==> src/hdl/itir_regs.vh <==
// input threshold and phase placement command constants
// assumes: included by the command register logic, no other definitions needed
`ifndef ITIR_REGS_VH
`define ITIR_REGS_VH

// =====================================================================
// command codes
`define ITIR_CMD_START_VOLTAGE   8'h35
`define ITIR_CMD_STOP_VOLTAGE    8'h36
`define ITIR_CMD_PHASE_PLACEMENT 8'h37

// =====================================================================
// slinear11 word layout
`define ITIR_EXP_MSB             15
`define ITIR_EXP_LSB             11
`define ITIR_MAN_MSB             10
`define ITIR_MAN_LSB             0
`define ITIR_EXP_RESET           5'h1e
`define ITIR_MAN_RESET           11'h000

// =====================================================================
// hardware threshold steps, in counts of 0.25 v
`define ITIR_STEP_SHIFT          6'sh02
`define ITIR_START_MIN_STEPS     32'sh0000000a
`define ITIR_STOP_MIN_STEPS      32'sh00000009
`define ITIR_MAX_STEPS           32'sh00000049

// =====================================================================
// phase placement word layout
`define ITIR_PH_UNUSED_MSB       15
`define ITIR_PH_UNUSED_LSB       12
`define ITIR_PH_GROUP_MSB        11
`define ITIR_PH_GROUP_LSB        8
`define ITIR_PH_COUNT_MSB        7
`define ITIR_PH_COUNT_LSB        4
`define ITIR_PH_ORDER_MSB        3
`define ITIR_PH_ORDER_LSB        0
`define ITIR_PH_COUNT_MIN        4'h1
`define ITIR_PH_COUNT_MAX        4'h4
`define ITIR_PH_RESET            16'h0010
`define ITIR_FULL_TURN_DEG       9'h168

`endif

==> src/hdl/itir_command_regs.v <==
// command register logic for the input start/stop thresholds and the
// switching phase placement of one power stage.
// assumes: the pmbus framing logic in front hands over decoded word reads
// and writes as one-cycle strobes; nvm contents arrive as plain words; the
// comparator and enable levels are synchronous to sys_clk.
//
// Contract
// - command 35h holds start voltage as slinear11 word, read/write, effective at once
// - start word: bits 15:11 exponent reset 11110b, bits 10:0 mantissa from nvm
// - out-of-range write to 35h/36h/37h flags unsupported data and notifies host
// - unrepresentable thresholds round down, on write, power-on restore and 16h restore
// - start threshold hardware covers 2.50 v to 18.25 v in 0.25 v steps
// - stop threshold hardware covers 2.25 v to 18.25 v in 0.25 v steps
// - low-input fault stays masked until input first exceeds start threshold
// - enable toggles and nvm store/restore never re-arm that masking
// - command 36h holds stop voltage as slinear11 word, reset exponent 11110b
// - enabled conversion with input below stop threshold sets off-due-to-low-input flag
// - command 37h sets sync phase delay; writable only standalone, always readable
// - phase word bits 15:12 are unused, read only, return zero
// - phase word bits 11:8 hold group identifier 0h..fh from nvm
// - phase word bits 7:4 hold group count, legal 1h..4h
// - phase word bits 3:0 hold order, legal zero to count minus one
// - phase delay equals 360 degrees divided by count times order
// - phase command is read only inside a multi-phase stack
// - phase write permission fixed from stack config sampled at power-on only
`include "itir_regs.vh"
`timescale 1ns/1ps
`default_nettype none

module itir_command_regs (
    // clock and reset
    input  wire        sys_clk,
    input  wire        rst_b,
    // decoded word transactions
    input  wire        cmd_write,
    input  wire        cmd_read,
    input  wire [7:0]  cmd_code,
    input  wire [15:0] cmd_write_data,
    output reg  [15:0] cmd_read_data,
    output reg         cmd_read_valid,
    // nvm restore
    input  wire        nvm_restore,
    input  wire [15:0] nvm_start_word,
    input  wire [15:0] nvm_stop_word,
    input  wire [15:0] nvm_phase_word,
    // stack configuration level, sampled once after reset
    input  wire        vendor_command_ec_multi,
    // unsupported data status
    input  wire        status_clear,
    output reg         invalid_data_status,
    output reg         host_notify,
    // input monitoring
    input  wire        power_input_above_start,
    input  wire        input_undervoltage_raw,
    input  wire        conversion_enable_met,
    input  wire        power_input_below_stop,
    output wire        input_undervoltage_fault,
    output reg         off_low_input_status,
    // hardware settings
    output reg  [6:0]  start_level_steps,
    output reg  [6:0]  stop_level_steps,
    output reg  [8:0]  phase_delay_deg,
    output wire        phase_write_locked
);

    // =====================================================================
    // storage
    reg  [15:0] conversion_start_voltage;
    reg  [15:0] conversion_stop_voltage;
    reg  [15:0] phase_placement;
    reg         load_pending;      // first cycle after reset loads nvm
    reg         stack_member;      // latched stack configuration
    reg         fault_armed;       // low-input fault unmasked

    // =====================================================================
    // slinear11 to quarter-volt steps, floored
    // exponents give shifts from -14 to +17; a 32-bit result holds both ends
    function signed [31:0] itir_quarter_steps;
        input [15:0] word;
        reg signed [31:0] mant;
        reg signed [5:0]  shift;
        reg        [5:0]  right;
        begin
            mant  = {{21{word[`ITIR_MAN_MSB]}}, word[`ITIR_MAN_MSB:`ITIR_MAN_LSB]};
            shift = $signed({word[`ITIR_EXP_MSB], word[`ITIR_EXP_MSB:`ITIR_EXP_LSB]})
                    + `ITIR_STEP_SHIFT;
            right = 6'h00 - shift;
            // arithmetic right shift floors, which is the round-down we want
            if (shift[5]) begin
                itir_quarter_steps = mant >>> right;
            end else begin
                itir_quarter_steps = mant <<< shift[4:0];
            end
        end
    endfunction

    // clamp a step count into the hardware range
    // the upper bound is shared by both thresholds, only the floor differs
    function [6:0] itir_clamp;
        input signed [31:0] steps;
        input signed [31:0] low;
        begin
            if (steps < low) begin
                itir_clamp = low[6:0];
            end else if (steps > `ITIR_MAX_STEPS) begin
                itir_clamp = 7'h49;
            end else begin
                itir_clamp = steps[6:0];
            end
        end
    endfunction

    // =====================================================================
    // decode of the incoming write
    wire signed [31:0] wr_steps = itir_quarter_steps(cmd_write_data);
    wire [3:0] wr_count = cmd_write_data[`ITIR_PH_COUNT_MSB:`ITIR_PH_COUNT_LSB];
    wire [3:0] wr_order = cmd_write_data[`ITIR_PH_ORDER_MSB:`ITIR_PH_ORDER_LSB];

    // one strobe per cycle; codes outside the three match nothing and are
    // dropped without a status, as for any command this block does not own
    wire wr_start = cmd_write && (cmd_code == `ITIR_CMD_START_VOLTAGE);
    wire wr_stop  = cmd_write && (cmd_code == `ITIR_CMD_STOP_VOLTAGE);
    wire wr_phase = cmd_write && (cmd_code == `ITIR_CMD_PHASE_PLACEMENT);

    // legality is judged after round-down, so a value a little above the top
    // step is still taken, at the top step; negative values never pass
    wire start_ok = (wr_steps >= `ITIR_START_MIN_STEPS)
                    && (wr_steps <= `ITIR_MAX_STEPS);
    wire stop_ok  = (wr_steps >= `ITIR_STOP_MIN_STEPS)
                    && (wr_steps <= `ITIR_MAX_STEPS);
    // phase legality: count 1..4 and order below count, and no write at all
    // from a stack member
    wire phase_ok = (wr_count >= `ITIR_PH_COUNT_MIN)
                    && (wr_count <= `ITIR_PH_COUNT_MAX)
                    && (wr_order < wr_count)
                    && !stack_member;

    // every refused write, of any of the three kinds, is reported alike
    // and leaves the stored word as it was
    wire bad_write = (wr_start && !start_ok) || (wr_stop && !stop_ok)
                     || (wr_phase && !phase_ok);

    // restore source: power-on load or a later restore command; a write that
    // meets a restore in the same cycle is dropped, but a bad one is still reported
    wire do_restore = load_pending || nvm_restore;

    // restored levels: the nvm image is rounded down, then clamped into the
    // hardware range, since a damaged image must still leave a usable level
    wire [6:0] nvm_start_level = itir_clamp(itir_quarter_steps(nvm_start_word),
                                            `ITIR_START_MIN_STEPS);
    wire [6:0] nvm_stop_level  = itir_clamp(itir_quarter_steps(nvm_stop_word),
                                            `ITIR_STOP_MIN_STEPS);

    assign phase_write_locked = stack_member;

    // =====================================================================
    // power-on capture of the stack configuration; later changes are ignored
    // so a running stack cannot have its phase alignment opened up
    always @(posedge sys_clk) begin
        if (!rst_b) begin
            load_pending <= 1'b1;
            stack_member <= 1'b0;
        end else begin
            load_pending <= 1'b0;
            if (load_pending) begin
                stack_member <= vendor_command_ec_multi;
            end
        end
    end

    // =====================================================================
    // start and stop threshold words and their hardware levels
    always @(posedge sys_clk) begin
        if (!rst_b) begin
            conversion_start_voltage <= {`ITIR_EXP_RESET, `ITIR_MAN_RESET};
            conversion_stop_voltage  <= {`ITIR_EXP_RESET, `ITIR_MAN_RESET};
            start_level_steps        <= 7'h0a;
            stop_level_steps         <= 7'h09;
        end else if (do_restore) begin
            // the word reads back at its fixed exponent with the level really
            // applied, so a restored word shows no finer value than the hardware holds; a written word reads back as written
            conversion_start_voltage <= {`ITIR_EXP_RESET, 4'h0, nvm_start_level};
            conversion_stop_voltage  <= {`ITIR_EXP_RESET, 4'h0, nvm_stop_level};
            start_level_steps        <= nvm_start_level;
            stop_level_steps         <= nvm_stop_level;
        end else begin
            if (wr_start && start_ok) begin
                conversion_start_voltage <= cmd_write_data;
                start_level_steps        <= wr_steps[6:0];
            end
            if (wr_stop && stop_ok) begin
                conversion_stop_voltage <= cmd_write_data;
                stop_level_steps        <= wr_steps[6:0];
            end
        end
    end

    // =====================================================================
    // phase placement word; the unused nibble is never stored
    // an illegal restored image is kept as it is; the delay table below then
    // falls back to sync rather than guessing at a position
    always @(posedge sys_clk) begin
        if (!rst_b) begin
            phase_placement <= `ITIR_PH_RESET;
        end else if (do_restore) begin
            phase_placement <= {4'h0, nvm_phase_word[11:0]};
        end else if (wr_phase && phase_ok) begin
            phase_placement <= {4'h0, cmd_write_data[11:0]};
        end
    end

    // =====================================================================
    // phase delay lookup: full turn split by the count, times the order
    // a table rather than a divider: only ten legal pairs exist, and it puts
    // no arithmetic in the clock path
    always @(posedge sys_clk) begin
        if (!rst_b) begin
            phase_delay_deg <= 9'h000;
        end else begin
            case (phase_placement[7:0])
                8'h21:   phase_delay_deg <= `ITIR_FULL_TURN_DEG >> 1;
                8'h31:   phase_delay_deg <= 9'h078;
                8'h32:   phase_delay_deg <= 9'h0f0;
                8'h41:   phase_delay_deg <= `ITIR_FULL_TURN_DEG >> 2;
                8'h42:   phase_delay_deg <= `ITIR_FULL_TURN_DEG >> 1;
                8'h43:   phase_delay_deg <= 9'h10e;
                // order zero, and any illegal restored image, sits at sync
                default: phase_delay_deg <= 9'h000;
            endcase
        end
    end

    // =====================================================================
    // word read answer, one cycle after the strobe
    // a read in the cycle of a write returns the value held before that write
    always @(posedge sys_clk) begin
        if (!rst_b) begin
            cmd_read_data  <= 16'h0000;
            cmd_read_valid <= 1'b0;
        end else begin
            cmd_read_valid <= cmd_read;
            if (cmd_read) begin
                case (cmd_code)
                    `ITIR_CMD_START_VOLTAGE:   cmd_read_data <= conversion_start_voltage;
                    `ITIR_CMD_STOP_VOLTAGE:    cmd_read_data <= conversion_stop_voltage;
                    `ITIR_CMD_PHASE_PLACEMENT: cmd_read_data <= phase_placement;
                    default:                   cmd_read_data <= 16'h0000;
                endcase
            end
        end
    end

    // =====================================================================
    // unsupported data status; a new bad write beats a clear in the same cycle
    // host_notify is a one-cycle pulse per refused write and may be missed,
    // so the sticky flag is what the host should poll
    always @(posedge sys_clk) begin
        if (!rst_b) begin
            invalid_data_status <= 1'b0;
            host_notify         <= 1'b0;
        end else begin
            host_notify <= bad_write;
            if (bad_write) begin
                invalid_data_status <= 1'b1;
            end else if (status_clear) begin
                invalid_data_status <= 1'b0;
            end
        end
    end

    // =====================================================================
    // low-input fault masking: armed once per reset, nothing else disarms it,
    // so enable toggles and nvm traffic leave it alone
    // limitation: an input that never reaches the start level stays silent
    always @(posedge sys_clk) begin
        if (!rst_b) begin
            fault_armed <= 1'b0;
        end else if (power_input_above_start) begin
            fault_armed <= 1'b1;
        end
    end

    assign input_undervoltage_fault = input_undervoltage_raw && fault_armed;

    // =====================================================================
    // output off due to low input; sticky, set wins over clear
    // enable and below-stop are plain levels; the flag rises the cycle after both
    always @(posedge sys_clk) begin
        if (!rst_b) begin
            off_low_input_status <= 1'b0;
        end else if (conversion_enable_met && power_input_below_stop) begin
            off_low_input_status <= 1'b1;
        end else if (status_clear) begin
            off_low_input_status <= 1'b0;
        end
    end

endmodule // itir_command_regs

`default_nettype wire

==> config.mk <==
export PLATFORM = sky130hd
export DESIGN_NAME = itir_command_regs
export DESIGN_NICKNAME = d
export VERILOG_FILES = /design/src/hdl/itir_command_regs.v
export VERILOG_INCLUDE_DIRS = /design/src /design/src/hdl
export SDC_FILE = /design/constraint.sdc
export NUM_CORES = 1
export LEC_CHECK = 0
export ABC_AREA = 1
export BUFFER_PORTS_ARGS = -buffer_cell sky130_fd_sc_hd__buf_2
export CAP_MARGIN = 10
export CORE_MARGIN = 3
export CORE_UTILIZATION = 60
export DETAILED_ROUTE_END_ITERATION = 10
export HOLD_SLACK_MARGIN = 0.15
export PLACE_DENSITY = 0.85
export SYNTH_ARGS = -nofsm -noshare
export SYNTH_HDL_FRONTEND = slang
export SYNTH_SLANG_ARGS = --single-unit
==> constraint.sdc <==
create_clock -name sys_clk -period 9.76 [get_ports sys_clk]
set_clock_uncertainty 0.05 [all_clocks]
set_input_delay 2.44 -clock sys_clk [delete_from_list [all_inputs] [get_ports sys_clk]]
set_output_delay 2.44 -clock sys_clk [all_outputs]
set_load 0.1 [all_outputs]
==> results of run 1 <==
-- state kept, by name, indices dropped and copies added (netlist names), 7 cells and up --
name                      flops
cmd_read_data                16
conversion_start_voltage     16
conversion_stop_voltage      16
phase_delay_deg               8
phase_placement              12
start_level_steps             7
stop_level_steps              7
-- per-stage QoR --
stage | cells | hold slack (ns) | cell area, um^2
floorplan | 1543 | 0.367 | 8340
global placement | 1782 | 0.378 | 8870
detailed placement | 1782 | 0.381 | 8870
CTS | 1798 | 0.416 | 9160
global route | 1798 | 0.430 | 9160
finish | 1798 | 0.412 | 9160
-- kinds of logic after synthesis --
family	count (synthesis)	share of synthesized area
flops	89	0.214
simple gates	1073	0.554
compound gates	164	0.111
other cells	1	0.000450
buf+inv	204	0.103
fa+ha+maj	12	0.0180
-- layout make-up --
class	instances	area, um^2
Clock inverter	6	51.3
Tap cell	176	220
Fill cell	1264	4240
Clock buffer	10	239
Timing Repair Buffer	125	633
Multi-Input combinational cell	1250	5700
Sequential cell	89	1780
Inverter	142	536
-- worst max-delay path by stage --
stage,from,slack (ns),end
after CTS,cmd_write_data[12],4.10,conversion_start_voltage[6]$_SDFFE_PN0P_
after global placement,cmd_write_data[12],3.83,conversion_start_voltage[6]$_SDFFE_PN0P_
final,cmd_write_data[12],4.06,conversion_start_voltage[6]$_SDFFE_PN0P_
after global routing,cmd_write_data[12],3.59,conversion_start_voltage[6]$_SDFFE_PN0P_
after detailed placement,cmd_write_data[12],3.77,conversion_start_voltage[6]$_SDFFE_PN0P_
after floorplan,input_undervoltage_raw,4.21,input_undervoltage_fault
-- layer usage --
metal,GRT usage,part of all wire
met1,0.426,0.42
met2,0.519,0.46
met3,0.0409,0.090
met4,0.0969,0.026
met5,0,0
-- worst reg2reg max path: stages (launching register included) --
cell      delay (ns)
dfxtp_1         0.34
nor2_4          0.10
buf_4           0.43
inv_1           0.53
nor2_1          0.29
clkinv_1        0.42
a21oi_1         0.27
o21ai_0         0.10
-- power groups by stage --
stage,logic (uW),clock network [uW],registers [uW]
finish,433,332,387
global route,485,352,388
CTS,425,333,386
detailed placement,423,0,395
global placement,418,0,394
floorplan,292,0,437
-- cells in the final DEF (no fill, tap or decap), types with 4 or more instances in the layout --
master / count
a21oi_1: 61
a22o_1: 4
a31oi_1: 8
and2_1: 4
buf_2: 122
clkbuf_16: 9
clkinv_1: 5
dfxtp_1: 89
ha_1: 12
inv_1: 126
inv_2: 10
nand2_1: 570
nand2_2: 14
nand3_1: 237
nand3b_1: 18
nand4_1: 28
nor2_1: 171
nor2_2: 8
nor3_1: 11
o211ai_1: 8
o21ai_0: 46
o21ai_1: 18
==> metrics.md, run 1 <==
| Metric | Value |
|---|---|
| Setup ws final | `4.06 ns` |
| Number of cells on the critical path | `20` |
| RR Startpoint | `load_pending$_DFF_P_` |
| Initial DRC count | `1127` |
| Hold Crit Class | `flop to flop` |
| Die height | `124 um` |
| Worst Hold Endpoint | `off_low_input_status$_SDFFE_PN0P_` |
| Initial antenna violation count | `0` |
| First-pass GRT wire length | `39600 um` |
| Max VDD drop | `0.0000835 V` |
| CTS Buf Count | `9` |
| Slowest cell on crit path | `ha_1` |
| Pin count of the biggest net entering global routing | `48` |
| Starting density of the core | `0.622` |
| Vias per cell | `5.69` |
| Power share of the clock group | `0.288` |
| Post-synthesis sequential area ratio | `0.214` |
| Cells along the critical path | `buf_2 -> ha_1 -> inv_4 -> nand2_2 -> nand2_1 -> inv_1 -> nor2_1 -> nand3_1 -> nand2_1 -> nand3_1 -> nand2_1 -> nand3_1 -> nor2_1 -> nand3_1 -> nand3_4 -> nand3_4 -> nand2_2 -> inv_2 -> nor2_1 -> nor2_1` |
| Period minus WS final | `5.70 ns` |
| Routed Antenna Nets | `0` |
| NetSw | `467 uW` |
| H-tree Lvls | `3` |
| GRT Total Usage | `0.314` |
| Syn Nets | `1638` |
| Tcrit/Tclk final | `0.584` |
| Mapped Avg Cell Area | `5.40 um^2` |
| CP endpoint kind | `flop` |
| Fmax achieved | `176 MHz` |
| Crit Path Max Fanout | `28` |
| Hold Crit Start | `off_low_input_status$_SDFFE_PN0P_` |
| Final Hold Fails | `0` |
| Final setup violating endpoints | `0` |
| Vias in the first global route | `8768` |
| Die X | `124 um` |
| WHS Path Cells | `2` |
| Largest stage delay, worst path | `0.51 ns` |
| Die area | `15300 um^2` |
| Top FF cell, synth | `dfxtp_1` |
| Max-slew headroom | `0.484` |
| Post-Syn Area | `8340 um^2` |
| Slew @ Worst Pin | `0.775 ns` |
| Flop2flop setup slack | `7.12 ns` |
| Pwr/cell area | `126 nW/um^2` |
| I/O pin count | `128` |
| Largest delay share family, worst path | `simple AND/OR/NAND/NOR gates` |
| Ant. Diodes | `0` |
| Post-CTS setup buffers | `0` |
| Crit path DAT | `5.88 ns` |
| GRT overflow | `0` |
| Layout cells sized above 1 | `0.114` |
| Clock root cell | `clkbuf_16` |
| Max-cap violations | `0` |
| Critical Path RT | `9.94 ns` |
| Critical path startpoint category | `input port` |
| DRT Wirelength | `24400 um` |
| Area contributors post-synth | `nand2_1, dfxtp_1, nand3_1` |
| RSZ-0062 raised after global routing | `no` |
| Gpl congestion | `0.997` |
| Final core utilization | `0.684` |
| Critical path class | `input port to flop` |
| Total power draw | `1150 uW` |
| Syn. warnings | `0` |
| R2R cell count | `7` |
| Run status | `completed` |
| LEAKAGE | `0.00480 uW` |
| Most frequent cell after synthesis | `nand2_1` |
| Clock Sinks | `89` |
| Worst R2R End | `conversion_stop_voltage[14]$_SDFFE_PP1P_` |
| CTS clk-pin slew, worst paths | `0.07 ns` |
| CTS resizes | `0` |
| Sequential power share | `0.336` |
| Netlist cell types | `46` |
| Wirelength per Cell | `13.6 um` |
| Port Buffers | `122` |
| CTS Hold Bufs | `0` |
| Async set-reset flop share out of synthesis | `0` |
| Latest clock arrival within the worst-skew pair | `0.34 ns` |
| Synth Instances | `1543` |
| Slew Limit Fails | `0` |
| Nets | `1712` |
| Placement Setup Slack | `3.77 ns` |
| # DRC | `0` |
| Switching share of total power | `0.405` |
| Row Count | `42` |
| Core Area | `13400 um^2` |
| DP HPWL | `18400 um` |
| Top cells by count, synth | `nand2_1, nand3_1, nor2_1` |
| CP bufs+invs | `4` |
| Synthesis-to-layout area growth | `9.92%` |
| Post-synth top area share | `0.257` |
| CTS tree | `yes` |
| Post-synth EDFFs | `0` |
| Vias | `10200` |
| P_int | `685 uW` |
| First-pass DRT Iterations | `6` |
| Number of synthesized register bits | `89` |
| Dominant cell type by area after synthesis | `nand2_1` |
| Clock Tree Buf Depth | `2` |
| Total negative slack | `0 ns` |
| Combinational power share | `0.376` |
Note: power is estimated with default switching activity, not from simulation.
==> run 2, diff against run 1 <==
CORE_UTILIZATION = 53   (was 60)
PLACE_DENSITY = 0.79   (was 0.85)
clock period = 5 ns   (was 9.76 ns; I/O delays follow)
==> metrics.md, run 2 (synthesis results as in run 1) <==
| Metric | Value |
|---|---|
| Nets | `1728 (+0.93%)` |
| Pin count of the biggest net entering global routing | `48 (unchanged)` |
| Wirelength per Cell | `14.0 um (+3.0%)` |
| Run status | `completed` |
| Synthesis-to-layout area growth | `11.9%` |
| Total negative slack | `0 ns (unchanged)` |
| Slowest cell on crit path | `ha_1` |
| CTS tree | `yes` |
| WHS Path Cells | `2 (unchanged)` |
| Clock root cell | `clkbuf_16` |
| H-tree Lvls | `3 (unchanged)` |
| Routed Antenna Nets | `0 (unchanged)` |
| Critical Path Most Common Cell | `nand3_1` |
| R2R cell count | `7 (unchanged)` |
| LEAKAGE | `0.00487 uW (+1.4%)` |
| RR Startpoint | `load_pending$_DFF_P_` |
| # DRC | `0 (unchanged)` |
| I/O pin count | `128 (unchanged)` |
| RSZ-0062 raised after global routing | `no` |
| Most common cell after layout, fill and taps aside | `nand2_1` |
| Initial DRC count | `875 (-22%)` |
| Gpl congestion | `0.970 (-2.7%)` |
| Final setup violating endpoints | `0 (unchanged)` |
| CTS Hold Bufs | `0 (unchanged)` |
| Core Area | `15300 um^2 (+14%)` |
| Total power draw | `2290 uW (+99%)` |
| Final Hold Fails | `0 (unchanged)` |
| Row Count | `45 (+7.1%)` |
| Starting density of the core | `0.544 (-0.0778)` |
| Dpl cell area | `9040 um^2 (+1.8%)` |
| First-pass GRT wire length | `41700 um (+5.4%)` |
| Port Buffers | `122 (unchanged)` |
| Busiest grt layer | `met2` |
| Fin area | `9330 um^2 (+1.8%)` |
| Ant. Diodes | `0 (unchanged)` |
| Post-CTS setup buffers | `0 (unchanged)` |
| Final core utilization | `0.609 (-0.0745)` |
| Tcrit/Tclk final | `0.828` |
| Fmax achieved | `242 MHz` |
| CTS clk-pin slew, worst paths | `0.06 ns (about the same)` |
| Clock Tree Buf Depth | `2 (unchanged)` |
| Critical path class | `input port to flop` |
| Met2 usage | `0.481 (-0.0386)` |
| Cells along the critical path | `buf_2 -> ha_1 -> inv_4 -> nand2_2 -> nand2_1 -> inv_1 -> nor2_1 -> nand3_1 -> nand2_1 -> nand3_1 -> nand2_1 -> nand3_1 -> nor2_1 -> nand3_1 -> nand3_4 -> nand3_4 -> buf_4 -> nand3_1 -> nand2_1 -> nor2_1` |
| Slew @ Worst Pin | `0.775 ns (+0.000573 ns)` |
| Initial antenna violation count | `0 (unchanged)` |
| Clock Sinks | `89 (unchanged)` |
| GRT overflow | `0 (unchanged)` |
| Vias | `10100 (-1.0%)` |
| Hold Crit Start | `conversion_stop_voltage[10]$_SDFFE_PP0P_` |
| Latest clock arrival within the worst-skew pair | `0.34 ns (about the same)` |
| M3 GR Usage | `0.0398 (-0.00106)` |
| DP HPWL | `19600 um (+6.5%)` |
| Layout cells sized above 1 | `0.121 (+0.00743)` |
| GR Util met1 | `0.364 (-0.0622)` |
| Pwr/cell area | `246 nW/um^2 (+96%)` |
| Crit Path Max Fanout | `19 (-32%)` |
| Die height | `131 um (+6.1%)` |
| Commonest cells after routing, fill and taps aside | `nand2_1, nand3_1, nor2_1, inv_1, buf_2` |
| Critical Path RT | `5.22 ns (-4.72 ns)` |
| Flop2flop setup slack | `2.34 ns (-4.78 ns)` |
| Largest stage delay, worst path | `0.35 ns (-0.16 ns)` |
| Biggest regs | `cmd_read_data (16), conversion_start_voltage (16), conversion_stop_voltage (16)` |
| Crit path DAT | `4.36 ns (-1.52 ns)` |
| CP endpoint kind | `flop` |
| DRT Wirelength | `25800 um (+6.0%)` |
| Vias in the first global route | `9108 (+3.9%)` |
| Max-cap violations | `0 (unchanged)` |
| Vias per cell | `5.47 (-3.7%)` |
| Worst R2R End | `conversion_stop_voltage[15]$_SDFFE_PP1P_` |
| Slew Limit Fails | `0 (unchanged)` |
| First-pass DRT Iterations | `5 (-1)` |
| Die area | `17300 um^2 (+13%)` |
| GRT Total Usage | `0.281 (-0.0329)` |
| Period minus WS final | `4.14 ns` |
| Hold Crit Class | `flop to flop` |
| Critical path startpoint category | `input port` |
| Max VDD drop | `0.000190 V (+130%)` |
| Max-slew headroom | `0.483 (-0.000951)` |
| CTS Buf Count | `9 (unchanged)` |
| Worst Hold Endpoint | `conversion_stop_voltage[10]$_SDFFE_PP0P_` |
| Die X | `131 um (+6.1%)` |
| CTS resizes | `0 (unchanged)` |
## run 2: cell count changes in the layout (fill, tap and decap cells not counted)
| cell | delta |
|---|---|
| buf_4 | +16 |
| clkinv_4 | -3 |
| clkbuf_1 | +2 |
| clkinvlp_4 | +2 |
| bufinv_16 | +1 |
| clkbuf_8 | -1 |
| clkinv_2 | -1 |
| inv_6 | +1 |
| inv_8 | -1 |
## run 2: worst max path at each step
stage / from / end / slack (ns)
3_3_place_gp: cmd_write_data[12] / stop_level_steps[6]$_SDFFE_PN0P_ / 0.65
3_5_place_dp: cmd_write_data[12] / start_level_steps[3]$_SDFFE_PN1P_ / 0.62
2_1_floorplan: cmd_write_data[11] / conversion_start_voltage[3]$_SDFFE_PN0P_ / 1.17
5_1_grt: cmd_write_data[12] / stop_level_steps[6]$_SDFFE_PN0P_ / 0.55
4_1_cts: cmd_write_data[12] / conversion_start_voltage[1]$_SDFFE_PN0P_ / 0.96
6_report: cmd_write_data[12] / conversion_start_voltage[1]$_SDFFE_PN0P_ / 0.86
## run 2: area by class of cell
class | count | area (um^2)
fillers | 1607 | 5980
multi-input cells | 1250 | 5700
well taps | 211 | 264
repair buffers | 141 | 753
clock inverters | 5 | 62.6
clock buffers | 11 | 233
inverters | 142 | 536
flip-flops and latches | 89 | 1780
## run 2: where the power goes
group	internal, uW	leakage (uW)	switching (uW)
clock network	391	0.000137	281
logic	250	0.00400	615
registers	739	0.000728	16.7
## run 2: critical path: cells and delay by family
| family | cells | cell delay, ns |
|---|---|---|
| AND/OR/NAND/NOR | 15 | 1.90 |
| buffers and inverters | 4 | 0.82 |
| adder cells (fa/ha/maj) | 1 | 0.35 |
## run 2: layer usage
| metal | share of wire | up-vias | wire length, um |
|---|---|---|---|
| met1 | 0.43 | 4501 | 11200 |
| li1 | - | 5186 | - |
| met5 | 0 | - | 0 |
| met2 | 0.47 | 376 | 12200 |
| met3 | 0.070 | 57 | 1810 |
| met4 | 0.027 | 0 | 694 |
## run 2: stage by stage
stage | worst slack [ns] | hold WS [ns] | instances
2_1_floorplan | 1.17 | 0.367 | 1543
3_3_place_gp | 0.651 | 0.378 | 1833
3_5_place_dp | 0.617 | 0.390 | 1833
4_1_cts | 0.956 | 0.405 | 1849
5_1_grt | 0.550 | 0.432 | 1849
6_report | 0.861 | 0.406 | 1849
